===== config.mk =====
export PLATFORM = sky130hd
export DESIGN_NAME = pctmr_top
export DESIGN_NICKNAME = d
export VERILOG_FILES = /design/src/include/pctmr_pkg.sv /design/src/include/pctmr_tick_if.sv /design/src/rtl/pctmr_presc.sv /design/src/rtl/pctmr_top.sv
export SDC_FILE = /design/constraint.sdc
export NUM_CORES = 1
export LEC_CHECK = 0
export BUFFER_PORTS_ARGS = -buffer_cell sky130_fd_sc_hd__buf_2
export CAP_MARGIN = 5
export CORE_ASPECT_RATIO = 0.9
export CORE_UTILIZATION = 50
export DETAILED_ROUTE_END_ITERATION = 8
export GPL_ROUTABILITY_DRIVEN = 0
export PLACE_DENSITY_LB_ADDON = 0.05
export RECOVER_POWER = 25
export SYNTH_ARGS = -nofsm -noshare
export SYNTH_HDL_FRONTEND = slang
export SYNTH_SLANG_ARGS = --single-unit

===== constraint.sdc =====
create_clock -name clk_sys_i -period 4.1 [get_ports clk_sys_i]
set_input_delay 0 -clock clk_sys_i [delete_from_list [all_inputs] [get_ports clk_sys_i]]
set_output_delay 0 -clock clk_sys_i [all_outputs]
set_load 0.01 [all_outputs]

===== src/include/pctmr_pkg.sv =====
/*
 Package for the prescaled countdown timer with interrupt mask and status.
 Assumes a single 50 MHz system clock and an APB register bus.
*/
package pctmr_pkg;
   localparam int unsigned   CLK_MHZ          = 50;
   localparam logic [11:0]   OFS_IRQ_MASK     = 12'h000;
   localparam logic [11:0]   OFS_IRQ_PEND     = 12'h004;
   localparam logic [11:0]   OFS_TMR_CTRL     = 12'h008;
   localparam logic [11:0]   OFS_TMR_PERIOD   = 12'h00C;
   localparam logic [11:0]   OFS_TMR_COUNT    = 12'h010;
   localparam logic [11:0]   OFS_IRQ_RAISE    = 12'h014;

   localparam int unsigned   BIT_DIS          = 6;
   localparam int unsigned   BIT_RELOAD       = 5;
   localparam int unsigned   BIT_RUN          = 4;
   localparam int unsigned   IRQ_EXT0         = 4;
   localparam int unsigned   IRQ_EXT1         = 5;
   localparam int unsigned   IRQ_TIMER        = 8;
   localparam int unsigned   IRQ_DEBUG        = 15;

   localparam logic [15:0]   W1C_MASK         = 16'h0130;
   localparam logic [15:0]   SRC_VALID        = 16'h873F;
   localparam logic [15:0]   CTRL_VALID       = 16'h007F;
   localparam logic [15:0]   RST_MASK         = 16'h0000;
   localparam logic [15:0]   RST_PEND         = 16'h0000;
   localparam logic [15:0]   RST_CTRL         = 16'h0040;
   localparam logic [15:0]   RST_PERIOD       = 16'hFFFF;
   localparam logic [15:0]   RST_COUNT        = 16'h0000;
   localparam logic [15:0]   PRESC_MAX        = 16'hFFFF;
endpackage


===== src/include/pctmr_tick_if.sv =====
/*
 Carrier between the timer core and its prescaler.
 Assumes both ends run on the system clock.
*/
`timescale 1ns/1ns
interface pctmr_tick_if;
   logic       run;
   logic [3:0] sel;
   logic       tick;
   modport core (output run, output sel, input tick);
   modport presc (input run, input sel, output tick);
endinterface


===== src/rtl/pctmr_presc.sv =====
/*
 Prescaler: one-cycle tick every 2**(sel+1) system clocks while run is high.
 Assumes the system clock stands in for the core clock output.
*/
`timescale 1ns/1ns
module pctmr_presc
(
   input  wire logic      clk_sys_i,
   input  wire logic      reset_i,
   pctmr_tick_if.presc    tk
);
   import pctmr_pkg::*;

   logic [15:0] cnt_ff;
   logic [15:0] lim;

   assign lim = 16'((32'h2 << tk.sel) - 32'h1);

   // Halted prescaler keeps its phase: disable stops it but never resets it
   always_ff @(posedge clk_sys_i)
   begin
      if (reset_i)
         cnt_ff <= 16'h0000;
      else if (tk.run)
         cnt_ff <= (cnt_ff >= lim) ? 16'h0000 : cnt_ff + 16'h0001;
   end

   assign tk.tick = tk.run && (cnt_ff >= lim);
endmodule


===== src/rtl/pctmr_top.sv =====
/*
 Prescaled countdown timer with interrupt mask and pending-status registers.
 Assumes an APB master on the system clock; interrupt sources arrive as pulses.
*/
// Chosen here: the APB register port and the address map.
// Overview of operation
// - Disable bit stops prescaler and timer; period and count are kept.
// - Reload clear: timer halts at zero and stays halted.
// - Reload set: count reloads from period at zero, repeating forever.
// - Run bit clear freezes the count at its present value.
// - Run bit set decrements the count once per prescaled tick.
// - Four-bit divider select gives tick at clock over 2**(code+1).
// - Mask bit zero blocks a source, one lets it through; timer is bit 8.
// - Status bit one means interrupt recognised and pending or in service.
// - Writing one to status bits 4, 5, 8 clears them; zero keeps them.
// - Debug-port interrupt sits at bit 15 and may bypass the mask.
`timescale 1ns/1ns
module pctmr_top
(
   input  wire logic        clk_sys_i,
   input  wire logic        reset_i,
   input  wire logic        psel_i,
   input  wire logic        penable_i,
   input  wire logic        pwrite_i,
   input  wire logic [11:0] paddr_i,
   input  wire logic [31:0] pwdata_i,
   output logic      [31:0] prdata_o,
   output logic             pready_o,
   output logic             pslverr_o,
   input  wire logic [15:0] irq_src_i,
   input  wire logic        debug_unmaskable_i,
   output logic             irq_o,
   output logic             tick_o
);
   import pctmr_pkg::*;

   typedef enum logic [1:0] {ST_IDLE, ST_RUN, ST_HALT} pctmr_state_e;

   logic [15:0]  mask_ff;
   logic [15:0]  pend_ff;
   logic [15:0]  ctrl_ff;
   logic [15:0]  period_ff;
   logic [15:0]  count_ff;
   logic [31:0]  rdata_ff;
   logic         irq_ff;
   pctmr_state_e state_ff;
   logic         wr_en;
   logic         rd_en;
   logic         hit;
   logic         tmr_tick;
   logic         zero_evt;
   logic [15:0]  set_vec;
   logic [15:0]  clr_vec;
   logic [15:0]  nxt_pend;
   logic [15:0]  sw_raise;
   logic [15:0]  eff_mask;
   pctmr_tick_if tk ();

   assign wr_en = psel_i && penable_i && pwrite_i;
   assign rd_en = psel_i && penable_i && !pwrite_i;
   always_comb
   begin
      unique case (paddr_i)
         OFS_IRQ_MASK, OFS_IRQ_PEND, OFS_TMR_CTRL,
         OFS_TMR_PERIOD, OFS_TMR_COUNT, OFS_IRQ_RAISE: hit = 1'b1;
         default:                                       hit = 1'b0;
      endcase
   end
   assign pready_o  = 1'b1;
   assign pslverr_o = psel_i && penable_i && !hit;
   assign prdata_o  = rdata_ff;

   // Prescaler runs only when enabled and counting
   assign tk.run = !ctrl_ff[BIT_DIS] && ctrl_ff[BIT_RUN] && (state_ff == ST_RUN);
   assign tk.sel = ctrl_ff[3:0];
   assign tmr_tick = tk.tick;
   assign tick_o   = tmr_tick;

   pctmr_presc u_presc
   (
      .clk_sys_i (clk_sys_i),
      .reset_i   (reset_i),
      .tk        (tk)
   );

   always_ff @(posedge clk_sys_i)
   begin
      if (reset_i)
         mask_ff <= RST_MASK;
      else if (wr_en && paddr_i == OFS_IRQ_MASK)
         mask_ff <= pwdata_i[15:0] & SRC_VALID;
   end

   always_ff @(posedge clk_sys_i)
   begin
      if (reset_i)
         ctrl_ff <= RST_CTRL;
      else if (wr_en && paddr_i == OFS_TMR_CTRL)
         ctrl_ff <= pwdata_i[15:0] & CTRL_VALID;
   end

   always_ff @(posedge clk_sys_i)
   begin
      if (reset_i)
         period_ff <= RST_PERIOD;
      else if (wr_en && paddr_i == OFS_TMR_PERIOD)
         period_ff <= pwdata_i[15:0];
   end

   // Count: period writes load period and count together, a fresh start
   assign zero_evt = tmr_tick && (count_ff == 16'h0001 || count_ff == 16'h0000);
   always_ff @(posedge clk_sys_i)
   begin
      if (reset_i)
         count_ff <= RST_COUNT;
      else if (wr_en && paddr_i == OFS_TMR_PERIOD)
         count_ff <= pwdata_i[15:0];
      else if (zero_evt && ctrl_ff[BIT_RELOAD])
         count_ff <= period_ff;
      else if (zero_evt)
         count_ff <= 16'h0000;
      else if (tmr_tick)
         count_ff <= count_ff - 16'h0001;
   end

   always_ff @(posedge clk_sys_i)
   begin
      if (reset_i)
         state_ff <= ST_IDLE;
      else if (wr_en && paddr_i == OFS_TMR_PERIOD)
         state_ff <= ST_RUN;
      else
      begin
         unique case (state_ff)
            ST_IDLE: state_ff <= ST_IDLE;
            ST_RUN:  if (zero_evt && !ctrl_ff[BIT_RELOAD]) state_ff <= ST_HALT;
            ST_HALT: state_ff <= ST_HALT;
            default: state_ff <= ST_IDLE;
         endcase
      end
   end

   // Software raise register lets tests exercise sources not wired here
   assign sw_raise = (wr_en && paddr_i == OFS_IRQ_RAISE) ? pwdata_i[15:0] : 16'h0000;
   always_comb
   begin
      set_vec = (irq_src_i | sw_raise) & SRC_VALID;
      set_vec[IRQ_TIMER] = zero_evt;
      clr_vec = (wr_en && paddr_i == OFS_IRQ_PEND) ? (pwdata_i[15:0] & W1C_MASK) : 16'h0000;
      // Set beats clear so a same-cycle event survives
      nxt_pend = (pend_ff & ~clr_vec) | set_vec;
   end

   always_ff @(posedge clk_sys_i)
   begin
      if (reset_i)
         pend_ff <= RST_PEND;
      else
         pend_ff <= nxt_pend;
   end

   always_comb
   begin
      eff_mask = mask_ff;
      eff_mask[IRQ_DEBUG] = mask_ff[IRQ_DEBUG] | debug_unmaskable_i;
   end

   always_ff @(posedge clk_sys_i)
   begin
      if (reset_i)
         irq_ff <= 1'b0;
      else
         irq_ff <= |(pend_ff & eff_mask);
   end
   assign irq_o = irq_ff;

   always_ff @(posedge clk_sys_i)
   begin
      if (reset_i)
         rdata_ff <= 32'h0000_0000;
      else if (psel_i && !penable_i && !pwrite_i)
      begin
         unique case (paddr_i)
            OFS_IRQ_MASK:   rdata_ff <= {16'h0000, mask_ff};
            OFS_IRQ_PEND:   rdata_ff <= {16'h0000, pend_ff};
            OFS_TMR_CTRL:   rdata_ff <= {16'h0000, ctrl_ff};
            OFS_TMR_PERIOD: rdata_ff <= {16'h0000, period_ff};
            OFS_TMR_COUNT:  rdata_ff <= {16'h0000, count_ff};
            default:        rdata_ff <= 32'h0000_0000;
         endcase
      end
   end

   a_dis_freezes: assert property (@(posedge clk_sys_i) disable iff (reset_i)
      ctrl_ff[BIT_DIS] && !(wr_en && paddr_i == OFS_TMR_PERIOD)
      |=> $stable(count_ff))
      else $error("count moved while disabled");

   a_halt_sticks: assert property (@(posedge clk_sys_i) disable iff (reset_i)
      state_ff == ST_HALT && !(wr_en && paddr_i == OFS_TMR_PERIOD)
      |=> state_ff == ST_HALT)
      else $error("halted timer restarted");

   a_reload_period: assert property (@(posedge clk_sys_i) disable iff (reset_i)
      zero_evt && ctrl_ff[BIT_RELOAD] && !wr_en
      |=> count_ff == $past(period_ff))
      else $error("reload missed");

   a_run_freeze: assert property (@(posedge clk_sys_i) disable iff (reset_i)
      !ctrl_ff[BIT_RUN] && !wr_en
      |=> $stable(count_ff))
      else $error("count moved while run clear");

   a_tick_decrement: assert property (@(posedge clk_sys_i) disable iff (reset_i)
      tmr_tick && !zero_evt && !wr_en
      |=> count_ff == $past(count_ff) - 16'h0001)
      else $error("decrement wrong");

   a_div2_spacing: assert property (@(posedge clk_sys_i) disable iff (reset_i)
      tmr_tick && tk.sel == 4'h0 && tk.run ##1 tk.run && tk.sel == 4'h0
      |-> !tmr_tick)
      else $error("div-by-2 ticks too close");

   a_w1c_clears: assert property (@(posedge clk_sys_i) disable iff (reset_i)
      wr_en && paddr_i == OFS_IRQ_PEND && pwdata_i[IRQ_EXT0] && !irq_src_i[IRQ_EXT0]
      |=> !pend_ff[IRQ_EXT0])
      else $error("w1c failed");

   a_timer_pend: assert property (@(posedge clk_sys_i) disable iff (reset_i)
      zero_evt
      |=> pend_ff[IRQ_TIMER] ##1 (irq_o || !$past(mask_ff[IRQ_TIMER])))
      else $error("timer pending wrong");

   a_mask_blocks: assert property (@(posedge clk_sys_i) disable iff (reset_i)
      (pend_ff & eff_mask) == 16'h0000
      |=> !irq_o)
      else $error("masked irq leaked");

   a_debug_bypass: assert property (@(posedge clk_sys_i) disable iff (reset_i)
      pend_ff[IRQ_DEBUG] && debug_unmaskable_i
      |=> irq_o)
      else $error("debug irq blocked");

   a_pend_hold: assert property (@(posedge clk_sys_i) disable iff (reset_i)
      pend_ff[IRQ_EXT1] && !wr_en
      |=> pend_ff[IRQ_EXT1])
      else $error("pending bit lost");

   // Tick spacing measured apart from the prescaler, trusted only after an unbroken run
   logic [16:0] gap_ff;
   logic [3:0]  gap_sel_ff;
   logic        gap_ok_ff;
   always_ff @(posedge clk_sys_i)
   begin
      if (reset_i)
         gap_ff <= 17'h00000;
      else if (tmr_tick)
         gap_ff <= 17'h00001;
      else if (tk.run && gap_ff != 17'h1FFFF)
         gap_ff <= gap_ff + 17'h00001;
   end

   always_ff @(posedge clk_sys_i)
   begin
      if (reset_i)
         gap_ok_ff <= 1'b0;
      else if (tmr_tick)
         gap_ok_ff <= 1'b1;
      else if (!tk.run || tk.sel != gap_sel_ff)
         gap_ok_ff <= 1'b0;
   end

   always_ff @(posedge clk_sys_i)
   begin
      if (reset_i)
         gap_sel_ff <= 4'h0;
      else if (tmr_tick)
         gap_sel_ff <= tk.sel;
   end

   a_tick_spacing: assert property (@(posedge clk_sys_i) disable iff (reset_i)
      tmr_tick && gap_ok_ff && tk.sel == gap_sel_ff
      |-> gap_ff == (17'h00002 << tk.sel))
      else $error("prescaled tick spacing wrong");

   a_dis_no_tick: assert property (@(posedge clk_sys_i) disable iff (reset_i)
      ctrl_ff[BIT_DIS]
      |-> !tmr_tick)
      else $error("tick while disabled");

   a_halt_entry: assert property (@(posedge clk_sys_i) disable iff (reset_i)
      zero_evt && !ctrl_ff[BIT_RELOAD] && !(wr_en && paddr_i == OFS_TMR_PERIOD)
      |=> state_ff == ST_HALT && count_ff == 16'h0000)
      else $error("one-shot did not stop at zero");

   a_period_arms: assert property (@(posedge clk_sys_i) disable iff (reset_i)
      wr_en && paddr_i == OFS_TMR_PERIOD
      |=> period_ff == $past(pwdata_i[15:0]) && count_ff == period_ff && state_ff == ST_RUN)
      else $error("period write did not arm timer");

   a_mask_write: assert property (@(posedge clk_sys_i) disable iff (reset_i)
      wr_en && paddr_i == OFS_IRQ_MASK
      |=> mask_ff == ($past(pwdata_i[15:0]) & SRC_VALID))
      else $error("mask write lost");

   a_irq_raise: assert property (@(posedge clk_sys_i) disable iff (reset_i)
      (pend_ff & eff_mask) != 16'h0000
      |=> irq_o)
      else $error("unmasked irq not signalled");

   a_ctrl_write: assert property (@(posedge clk_sys_i) disable iff (reset_i)
      wr_en && paddr_i == OFS_TMR_CTRL
      |=> ctrl_ff == ($past(pwdata_i[15:0]) & CTRL_VALID))
      else $error("control write lost");

   a_src_sets: assert property (@(posedge clk_sys_i) disable iff (reset_i)
      irq_src_i[IRQ_EXT0]
      |=> pend_ff[IRQ_EXT0])
      else $error("source event not recorded");

   a_w1c_timer: assert property (@(posedge clk_sys_i) disable iff (reset_i)
      wr_en && paddr_i == OFS_IRQ_PEND && pwdata_i[IRQ_TIMER] && !zero_evt
      |=> !pend_ff[IRQ_TIMER])
      else $error("timer pending not cleared");

   a_w1c_spares: assert property (@(posedge clk_sys_i) disable iff (reset_i)
      wr_en && paddr_i == OFS_IRQ_PEND && pend_ff[0]
      |=> pend_ff[0])
      else $error("non-clearable bit cleared");

   a_timer_src_only: assert property (@(posedge clk_sys_i) disable iff (reset_i)
      !zero_evt && !pend_ff[IRQ_TIMER]
      |=> !pend_ff[IRQ_TIMER])
      else $error("timer pending without zero");

   a_bad_addr_nop: assert property (@(posedge clk_sys_i) disable iff (reset_i)
      wr_en && !hit
      |=> $stable(mask_ff) && $stable(ctrl_ff) && $stable(period_ff))
      else $error("unmapped write changed a register");

   a_count_read: assert property (@(posedge clk_sys_i) disable iff (reset_i)
      psel_i && !penable_i && !pwrite_i && paddr_i == OFS_TMR_COUNT
      |=> prdata_o == {16'h0000, $past(count_ff)})
      else $error("count read data wrong");
endmodule


# Word level (Yosys, flattened, before mapping)
# Index checks and enable logic that the tools add are counted.
# word_totals
reg_bits	116
in_bits	66
# op_classes
add_sub_neg	3
order_cmp	1
eq_ne	10
shift	1
muxes	12
bitwise	6
n_reduce_logical	28
# op_table
op	n
$mux W16	6
$pmux W16 S5	1
$and A16 B16 Y16	2
$or A16 B16 Y16	2
$sub A16 B1 Y16 const B	2
$eq A12 B4 Y1 const B	2
$eq A12 B5 Y1 const B	2
$add A16 B1 Y16 const B	1
$eq A16 B1 Y1 const B	1
$ge A16 B16 Y1	1
$logic_and A1 B1 Y1	16
$logic_not A16 Y1	1
$not A9 Y16	1
$reduce_or A16 Y1	1
$shl A2 B4 Y16 const A	1
$eq A12 B3 Y1 const B	1
$logic_not A12 Y1	1
$mux W9	1
$reduce_or A6 Y1	1
$logic_not A1 Y1	5
$pmux W2 S2	1
$reduce_bool A4 Y1	1
$ne A3 B1 Y1 const B	1
$eq A2 B1 Y1 const B	1
7 further kinds	8

# Longest topological paths before layout
# Gate-level depths: netlist of the first run.
# depth
ltp_word	9
depth_mapped	17
ltp_nobuf	15

# By module
# A second synthesis of the first run with hierarchy kept.
# unflattened
cells_unflattened	673
hier_area_um2	5481.5
# by_module_without_submodules
module	n_inst	cells_per_inst	area_per_inst_um2	seq_area_each_um2
pctmr_top	1	516	4186.5	1561.5
pctmr_presc	1	157	1295.0	320.3

# Worst setup path before layout of the first run
# No wires, ideal clock.
# synth_path
kind	register -> register
from	reg ctrl_ff[2]
to	reg count_ff[7]
setup_time_ps	134
arrival_time_ps	3436
required_time_ps	3966
setup_slack_ps	531
stages_incl_launch_ff	17
path_buffers	3
period_less_slack_ps	3569
cell_sequence	dfxtp_1 clkbuf_1 nor2_1 nand3b_1 ha_1 buf_1 a22oi_1 o22a_1 ha_1 a21o_1 a21o_1 a2111o_1 o21ai_4 inv_2 buf_2 nor3_1 a211oi_1
# synth_between
elab_chain_len	8
# synth_lines
item	line_no	text
from (decl)	pctmr_top.sv:41	logic [15:0] ctrl_ff;
from (signal assigned)	pctmr_top.sv:99	ctrl_ff <= pwdata_i[15:0] & CTRL_VALID;
$shl A2 B4 Y16 *	pctmr_presc.sv:17	assign lim = 16'((32'h2 << tk.sel) - 32'h1);
$sub A16 B1 Y16 *	pctmr_presc.sv:17	
$ge A16 B16 Y1 *	pctmr_presc.sv:28	assign tk.tick = tk.run && (cnt_ff >= lim);
$logic_and A1 B1 Y1 *	pctmr_presc.sv:28	
net tick_o	pctmr_top.sv:33	output logic tick_o
$logic_and A1 B1 Y1	pctmr_top.sv:111	assign zero_evt = tmr_tick && (count_ff == 16'h0001 || count_ff == 16'h0000);
$mux W16 / $logic_and A1 B1 Y1 (equally long branches)	pctmr_top.sv:120, pctmr_top.sv:118	
$mux W16	pctmr_top.sv:118	else if (zero_evt && ctrl_ff[BIT_RELOAD])
$mux W16	pctmr_top.sv:116	else if (wr_en && paddr_i == OFS_TMR_PERIOD)
to (signal assigned)	pctmr_top.sv:117	count_ff <= pwdata_i[15:0];
to (signal assigned)	pctmr_top.sv:119	count_ff <= period_ff;
to (signal assigned)	pctmr_top.sv:123	count_ff <= count_ff - 16'h0001;
to (decl)	pctmr_top.sv:43	logic [15:0] count_ff;
# The timed path passes the listed nets; every way through them passes the cells marked *.
# A chain may end at the register's enable or synchronous reset.

# Worst setup path after layout of the first run
# layout_path
from	reg ctrl_ff[2]
to	reg count_ff[8]
# layout_between
elab_chain_len	8
# layout_lines
item	line_no
$shl A2 B4 Y16 *	pctmr_presc.sv:17
$sub A16 B1 Y16 *	pctmr_presc.sv:17
$ge A16 B16 Y1 *	pctmr_presc.sv:28
$logic_and A1 B1 Y1 *	pctmr_presc.sv:28
$logic_and A1 B1 Y1	pctmr_top.sv:111
$mux W16 / $logic_and A1 B1 Y1 (equally long branches)	pctmr_top.sv:120, pctmr_top.sv:118
$mux W16	pctmr_top.sv:118
$mux W16	pctmr_top.sv:116
# Every way passes the cells marked *; elsewhere a longest branch is shown, timed or not.

==> results of run 1 <==
layer usage:
metal	share of wire	global-route usage	up-vias
li1	-	-	2419
met1	0.47	0.400	2365
met2	0.43	0.451	202
met3	0.072	0.0553	27
met4	0.022	0.0967	0
met5	0	0	-
through the flow:
step | setup WS (ns) | hold slack, ns | utilization | cell area, sq um | power (uW)
3_3_place_gp | 0.516 | 0.215 | 0.546 | 5670 | 1080
4_1_cts | 0.358 | 0.0132 | 0.604 | 6260 | 1950
2_1_floorplan | 0.531 | 0.112 | - | 5460 | 1040
6_report | 0.323 | 0.00909 | 0.601 | 6240 | 1940
3_5_place_dp | 0.411 | 0.223 | 0.546 | 5670 | 1090
5_1_grt | 0.0551 | 0.0346 | 0.601 | 6240 | 2000
what timing repair did:
action	in CTS	in global routing
hold buffers	30	0
endpoints found under the setup margin	0	0
hold endpoints to repair	39	0
sequential cells by signal (all words and copies together), names as in the netlist:
signal	count
pend_ff	10
irq_o	1
prdata_o	16
u_presc.cnt_ff	16
state_ff	2
period_ff	16
ctrl_ff	7
mask_ff	10
count_ff	16
power groups by stage:
stage                     sequential (uW)  clock (uW)  combinational (uW)
after floorplan                       958           0                81.7
after global placement                956           0                 129
after detailed placement              957           0                 131
after CTS                             936         861                 154
after global routing                  938         897                 167
final                                 936         850                 154
final timing paths:
check             slack, ns          end  cells past startpoint
hold / removal        0.009        irq_o                      3
hold reg to reg        0.48  state_ff[1]                      2
setup / recovery       0.32  count_ff[8]                     14
setup reg to reg       0.32  count_ff[8]                     14
cell families (layout without fill, tap and decap cells):
logic type,after synthesis,in the layout,share of synthesized area
AOI/OAI and AO/OA,131,131,0.179
xor gates and xnor gates,26,26,0.0422
adders and majority gates,20,20,0.0463
buffers and inverters,75,131,0.0737
DFF,94,94,0.349
muxes,31,31,0.0728
other,2,17,0.00139
and+or+nand+nor,261,261,0.236
placed cells by master, fill, tap and decap left out, drive strengths merged, types with 3 or more instances in the layout:
cell type and count:
nand4 10, a22o 9, o211ai 5, dfxtp 94, a21oi 23, buf 50
ha 20, mux2i 19, nor3 24, mux2 6, o22ai 6, conb 17
a21boi 3, a22oi 4, xor2 17, nand3 13, dlygate4sd3 30, nor4 7
a211o 7, and3 9, xnor2 9, a31oi 4, nor2 95, mux4 6
a221oi 18, a211oi 15, o21ai 14, clkbuf 30, clkinv 3, inv 16
nand2 66, a32oi 4, and2 4, nor3b 3, or4 4, nand3b 13
worst min-delay path, cell delays in order:
cell and delay (ns):
buf_2 0.07, o21ai_0 0.07, a41oi_1 0.16
cell type report:
| cell class | count | area, sq um | share of cell area |
|---|---|---|---|
| Clock buffer | 10 | 239 | 0.0383 |
| Clock inverter | 5 | 60.1 | 0.00963 |
| Inverter | 16 | 60.1 | 0.00963 |
| Multi-Input combinational cell | 486 | 3190 | 0.511 |
| Sequential cell | 94 | 1880 | 0.302 |
| Tap cell | 129 | 161 | 0.0259 |
| Timing Repair Buffer | 100 | 648 | 0.104 |
==> summary.txt, run 1 <==
Synth
  • Asr flop ratio synth: 0
  • Top-area cell type share of the netlist area: 0.349
  • Largest cells by area after synthesis: dfxtp_1 35%, nor2_1 6.6%, ha_1 4.6%, nand2_1 4.4%, mux2i_1 3.5%
  • Number of synthesized register bits: 94
  • Synthesis Warnings: 0
  • Top-count cell post-synth: nor2_1
  • Mapped Avg Cell Area: 8.44 sq um
  • Post-Syn Area: 5400 sq um
  • Seq/Total Area, Yosys: 0.349
  • Synth cell count leaders: 95 x nor2_1, 94 x dfxtp_1, 64 x nand2_1
  • Cells after synthesis: 640
  • Cell taking the most area after synthesis: dfxtp_1
  • Post-synth top flop: dfxtp_1
  • Post-synth EDFFs: 0
  • Distinct cell type count after synthesis: 68

Clock network
  • Clk root buf: clkbuf_16
  • CTS buffer count: 9
  • H-tree levels: 3
  • Clock Latency Late Sink: 0.35 ns
  • CTS tree: done
  • Post_cts resized: 0
  • Max Buffers Root-to-Sink: 2
  • Post CTS Setup Buffer Count: 0
  • Clock transition at the registers of the reported paths: 0.07 ns
  • CTS sink cnt: 94

Placed design
  • Port Buf Inserts: 61
  • Hpwl dp: 11.1 mm
  • Cells after DPL: ~800

Power
  • Internal power: 1480 uW
  • Clk network pwr share: 0.438
  • Switching part of the total: 0.236
  • LEAKAGE: 0.00270 uW
  • Logic pwr share: 0.079
  • Peak supply drop: roughly 0.25 mV
  • P_sw: 458 uW
  • Power per cell area: 311 nW/um^2
  • Sequential Power Share: 0.483

Routing
  • # DRC: 9
  • Avg WL per Cell: ~18 microns
  • Overall routed net length: ~15 mm
  • Mean number of vias per cell: 5.97
  • 1st-pass router iterations: 7
  • Total number of vias: between 5,000 and 6,000
  • Post-route ant nets: 0
  • Iteration-0 DRC Markers: 468

Min path
  • HP Class: in2reg
  • Hold_sp: debug_unmaskable_i

Worst setup path
  • Max incr delay on CP: about 0.38 ns
  • Critical path's top delay family: simple AND/OR/NAND/NOR gates
  • Critical path, cell by cell: nor2_1, nand2_1, ha_1, or2_2, o21ai_0, a22o_1, a21oi_1, ha_1, nand4_1, nor4_1, a22oi_1, nand2_1, nand4_1, o221ai_1
  • Critical Path Fanout Max: 8
  • Critical Path RT: 4.36 ns
  • WP buf/inv: 0
  • Worst setup startpoint: ctrl_ff[2]
  • Crit Reg-Reg Startpoint: ctrl_ff[2]
  • Worst EP arrival: 4.04 ns
  • CP Class: reg2reg
  • Startpoint Class: flip-flop
  • Crit-path slowest cell: nor4_1
  • Setup crit end kind: flip-flop

Outcome
  • Status: finished with violations
  • Failing checks: design-rule violations

Die
  • Die area: 11,200 sq um
  • Chip width: 112 microns
  • Cell row count: 35
  • Area of the core: about 10,000 sq um
  • Die Y: 101 microns
  • Initial Util: 0.520
  • Ports: 102

STA
  • Setup violations, final: 0
  • Slew Limit Headroom: 0.250
  • Tcrit/Tclk final: 0.921
  • Worst-Margin Slew: roughly 1.1 ns
  • Clock Skew: 0.00523 ns
  • Post-route setup TNS: 0 ns
  • Minimum clock period: 3.78 ns
  • Final hold violation count: 0
  • Fmax: approximately 260 MHz
  • Max-slew violations: 0
  • RSZ-0062 raised after global routing: no

GRT
  • Vias in the first global route: roughly 4,700
  • GR Overflow Total: 0
  • Antenna violations before repair: 0
  • Total track usage: 0.288
  • First-pass GRT wire length: around 25 mm
  • Largest net degree at the start of global routing: 45

Finish
  • Antenna Diode Count: 0
  • Fillers: 950
  • Fin cells: 840
  • Final nets: slightly below 800
  • Area Growth Syn to Fin: 15.5%
  • Layout cells sized above 1: 0.128

Job
  • Max_cap viols: 0
Note: power is estimated with default switching activity, not from simulation.
==> run 2: changes to the inputs <==
--- a/config.mk
+++ b/config.mk
@@ -8,7 +8,7 @@
 export BUFFER_PORTS_ARGS = -buffer_cell sky130_fd_sc_hd__buf_2
 export CAP_MARGIN = 5
 export CORE_ASPECT_RATIO = 0.9
-export CORE_UTILIZATION = 50
+export CORE_UTILIZATION = 51
 export DETAILED_ROUTE_END_ITERATION = 8
 export GPL_ROUTABILITY_DRIVEN = 0
 export PLACE_DENSITY_LB_ADDON = 0.05
==> run 2 against run 1 <==
Compared with the run above: the flow finishes with violations (max-capacitance violations, max-slew violations); count of clock-buffer cells in the layout unchanged; fmax shrank 0.59%; setup slack lost 0.022 ns; critical endpoint is now tick_o; critical path depth did not move; largest power group unchanged; register-to-register slack improved by 0.02 ns; flip-flop and latch count unchanged; critical path type is now reg2out; largest cell class unchanged; combinational power is essentially flat; first-iteration DRC count increased by 33%; sequential power barely moved.
==> summary.txt, run 2 (same netlist as run 1, synthesis figures left out) <==
GRT
  • Met2 Usage GRT: 0.439 (was 0.451)
  • GR Overflow Total: 0 (unchanged)
  • Vias in the first global route: 4,632 (was 4,731)
  • Total track usage: 0.281 (was 0.288)
  • First-pass GRT wire length: 24.6 mm (was 25.0 mm)
  • Routing usage on met3: 0.0609 (was 0.0553)
  • Antenna violations before repair: 0 (unchanged)
  • Grt peak-use layer: met2 (unchanged)
  • Largest net degree at the start of global routing: 49 (was 45)
  • Grt met1 use: 0.396 (was 0.400)

Min path
  • HP Class: in2reg (unchanged)

Finish
  • Area Growth Syn to Fin: 14.9% (was 15.5%)
  • Antenna Diode Count: 0 (unchanged)
  • Most frequent cells in the layout: 95 x nor2_1, 94 x dfxtp_1, 64 x nand2_1 (unchanged)
  • Final nets: 793 (unchanged)
  • Fin cells: 841 (was 840)
  • Layout cells sized above 1: 0.132 (was 0.128)
  • Most common cell after layout, fill and taps aside: nor2_1 (unchanged)
  • Final instance area: 6210 sq um (was 6240 sq um)
  • Fillers: 952 (was 950)

Clock network
  • Clock transition at the registers of the reported paths: 0.07 ns (about the same)
  • Post_cts resized: 0 (unchanged)
  • CTS tree: done (unchanged)
  • Clock Latency Late Sink: 0.34 ns (was 0.35 ns)
  • H-tree levels: 3 (unchanged)
  • CTS sink cnt: 94 (unchanged)
  • Clk root buf: clkbuf_16 (unchanged)
  • CTS buffer count: 9 (unchanged)
  • Max Buffers Root-to-Sink: 2 (unchanged)

Routing
  • Total number of vias: 5,012 (was 5,013)
  • Avg WL per Cell: 18.0 microns (was 18.4 microns)
  • Mean number of vias per cell: 5.96 (was 5.97)
  • Overall routed net length: 15.2 mm (was 15.4 mm)
  • Iteration-0 DRC Markers: 624 (was 468)
  • Post-route ant nets: 0 (unchanged)
  • # DRC: 0 (was 9)
  • 1st-pass router iterations: 5 (was 7)

Die
  • Die area: 11,000 sq um (was 11,200 sq um)
  • Initial Util: 0.527 (was 0.520)
  • Area of the core: 10,200 sq um (was 10,400 sq um)
  • Ports: 102 (unchanged)
  • Cell row count: 35 (unchanged)
  • Chip width: 110 microns (was 112 microns)
  • Die Y: 99.6 microns (was 101 microns)

STA
  • Clock Skew: 0.00912 ns (was 0.00523 ns)
  • Final hold violation count: 0 (unchanged)
  • Fmax: 263 MHz (was 265 MHz)
  • Tcrit/Tclk final: 0.927 (was 0.921)
  • Post-route setup TNS: 0 ns (unchanged)
  • Worst-Margin Slew: 2.06 ns (was 1.12 ns)
  • Setup violations, final: 0 (unchanged)
  • Max-slew violations: 13 (was 0)
  • RSZ-0062 raised after global routing: no (unchanged)
  • Hold_ws: 0.0242 ns (was 0.00909 ns)
  • Slew Limit Headroom: -0.387 (was 0.250)
  • Minimum clock period: 3.80 ns (was 3.78 ns)

Worst setup path
  • FF-to-FF End: count_ff[4] (was count_ff[8])
  • CP Class: reg2out (was reg2reg)
  • R2R Setup Slk: 0.34 ns (was 0.32 ns)
  • Startpoint Class: flip-flop (unchanged)
  • Setup crit end kind: output pin (was flip-flop)
  • Worst setup startpoint: ctrl_ff[2] (unchanged)
  • Worst setup path end: tick_o (was count_ff[8])
  • Critical Path RT: 4.10 ns (was 4.36 ns)
  • Crit Reg-Reg Startpoint: ctrl_ff[1] (was ctrl_ff[2])
  • Cells on worst reg2reg path: 14 (unchanged)
  • Worst EP arrival: 3.80 ns (was 4.04 ns)
  • Critical Path Fanout Max: 16 (was 8)

Outcome
  • Failing checks: max-capacitance violations, max-slew violations (was design-rule violations)
  • Status: finished with violations (unchanged)

Placed design
  • Placed cell areas: 5670 sq um (unchanged)
  • Cells after DPL: 795 (unchanged)
  • Hpwl dp: 10.9 mm (was 11.1 mm)
  • Port Buf Inserts: 61 (unchanged)

Power
  • LEAKAGE: 0.00268 uW (was 0.00270 uW)
  • Peak supply drop: 0.293 mV (was 0.250 mV)
  • Power per cell area: 304 nW/um^2 (was 311 nW/um^2)

Job
  • Max_cap viols: 1 (was 0)
==> run 2: cell types whose count changed in the layout (fill, tap and decap cells not counted), sizes merged <==
cell / previous run / this run
buf: 50 / 52
bufinv: 1 / 0
clkbuf: 30 / 29
clkinv: 3 / 2
clkinvlp: 1 / 2
dlygate4sd3: 30 / 29
inv: 16 / 18
==> run 2: critical path, stage by stage, from the launching register on <==
cell	delay (ns)
dfxtp_1	0.31
nor2_1	0.32
nand3b_1	0.14
ha_1	0.32
or2_2	0.32
o21ai_0	0.15
a22o_1	0.14
a21oi_1	0.07
ha_1	0.31
nand4_1	0.14
nor4_1	0.39
a22o_2	0.27
o21ai_4	0.07
inv_2	0.27
buf_2	0.21
==> run 2: report_power, final <==
group	total, uW	switching [uW]	internal (uW)
combinational	151	83.5	67.6
clock	801	371	430
sequential	936	9.24	927
==> run 2: worst min path at each step <==
stage / startpoint / endpoint / depth (start not counted)
after floorplan: pwdata_i[10] / period_ff[10] / 2
after global placement: irq_src_i[0] / pend_ff[0] / 3
after detailed placement: irq_src_i[15] / pend_ff[15] / 3
after CTS: pwdata_i[2] / count_ff[2] / 3
after global routing: pwdata_i[2] / ctrl_ff[2] / 3
final: debug_unmaskable_i / irq_o / 3
==> run 2: metal layers <==
metal | share of wire | vias to the layer above
met5 | 0 | -
met4 | 0.012 | 0
met3 | 0.074 | 15
met2 | 0.45 | 195
met1 | 0.46 | 2385
li1 | - | 2417
==> run 2: timing repair <==
item                       CTS  global route
hold endpoints to repair    42             0
setup endpoints to repair    0             1
hold buffers                29             0
buffers inserted             0             1
==> run 2: layout make-up <==
class	count	area, sq um	share of cell area
inverters	16	60.1	0.00968
well taps	129	161	0.0260
clock buffers	10	239	0.0385
flip-flops and latches	94	1880	0.303
multi-input cells	486	3170	0.511
repair buffers	100	647	0.104
clock inverters	6	42.5	0.00685
==> run 2: metrics by stage <==
step                setup WS [ns]   util  power, uW
floorplan                   0.531      -       1040
global placement            0.522  0.553       1080
detailed placement          0.378  0.553       1090
CTS                         0.329  0.609       1900
global route              0.00682  0.606       1960
finish                      0.301  0.606       1890
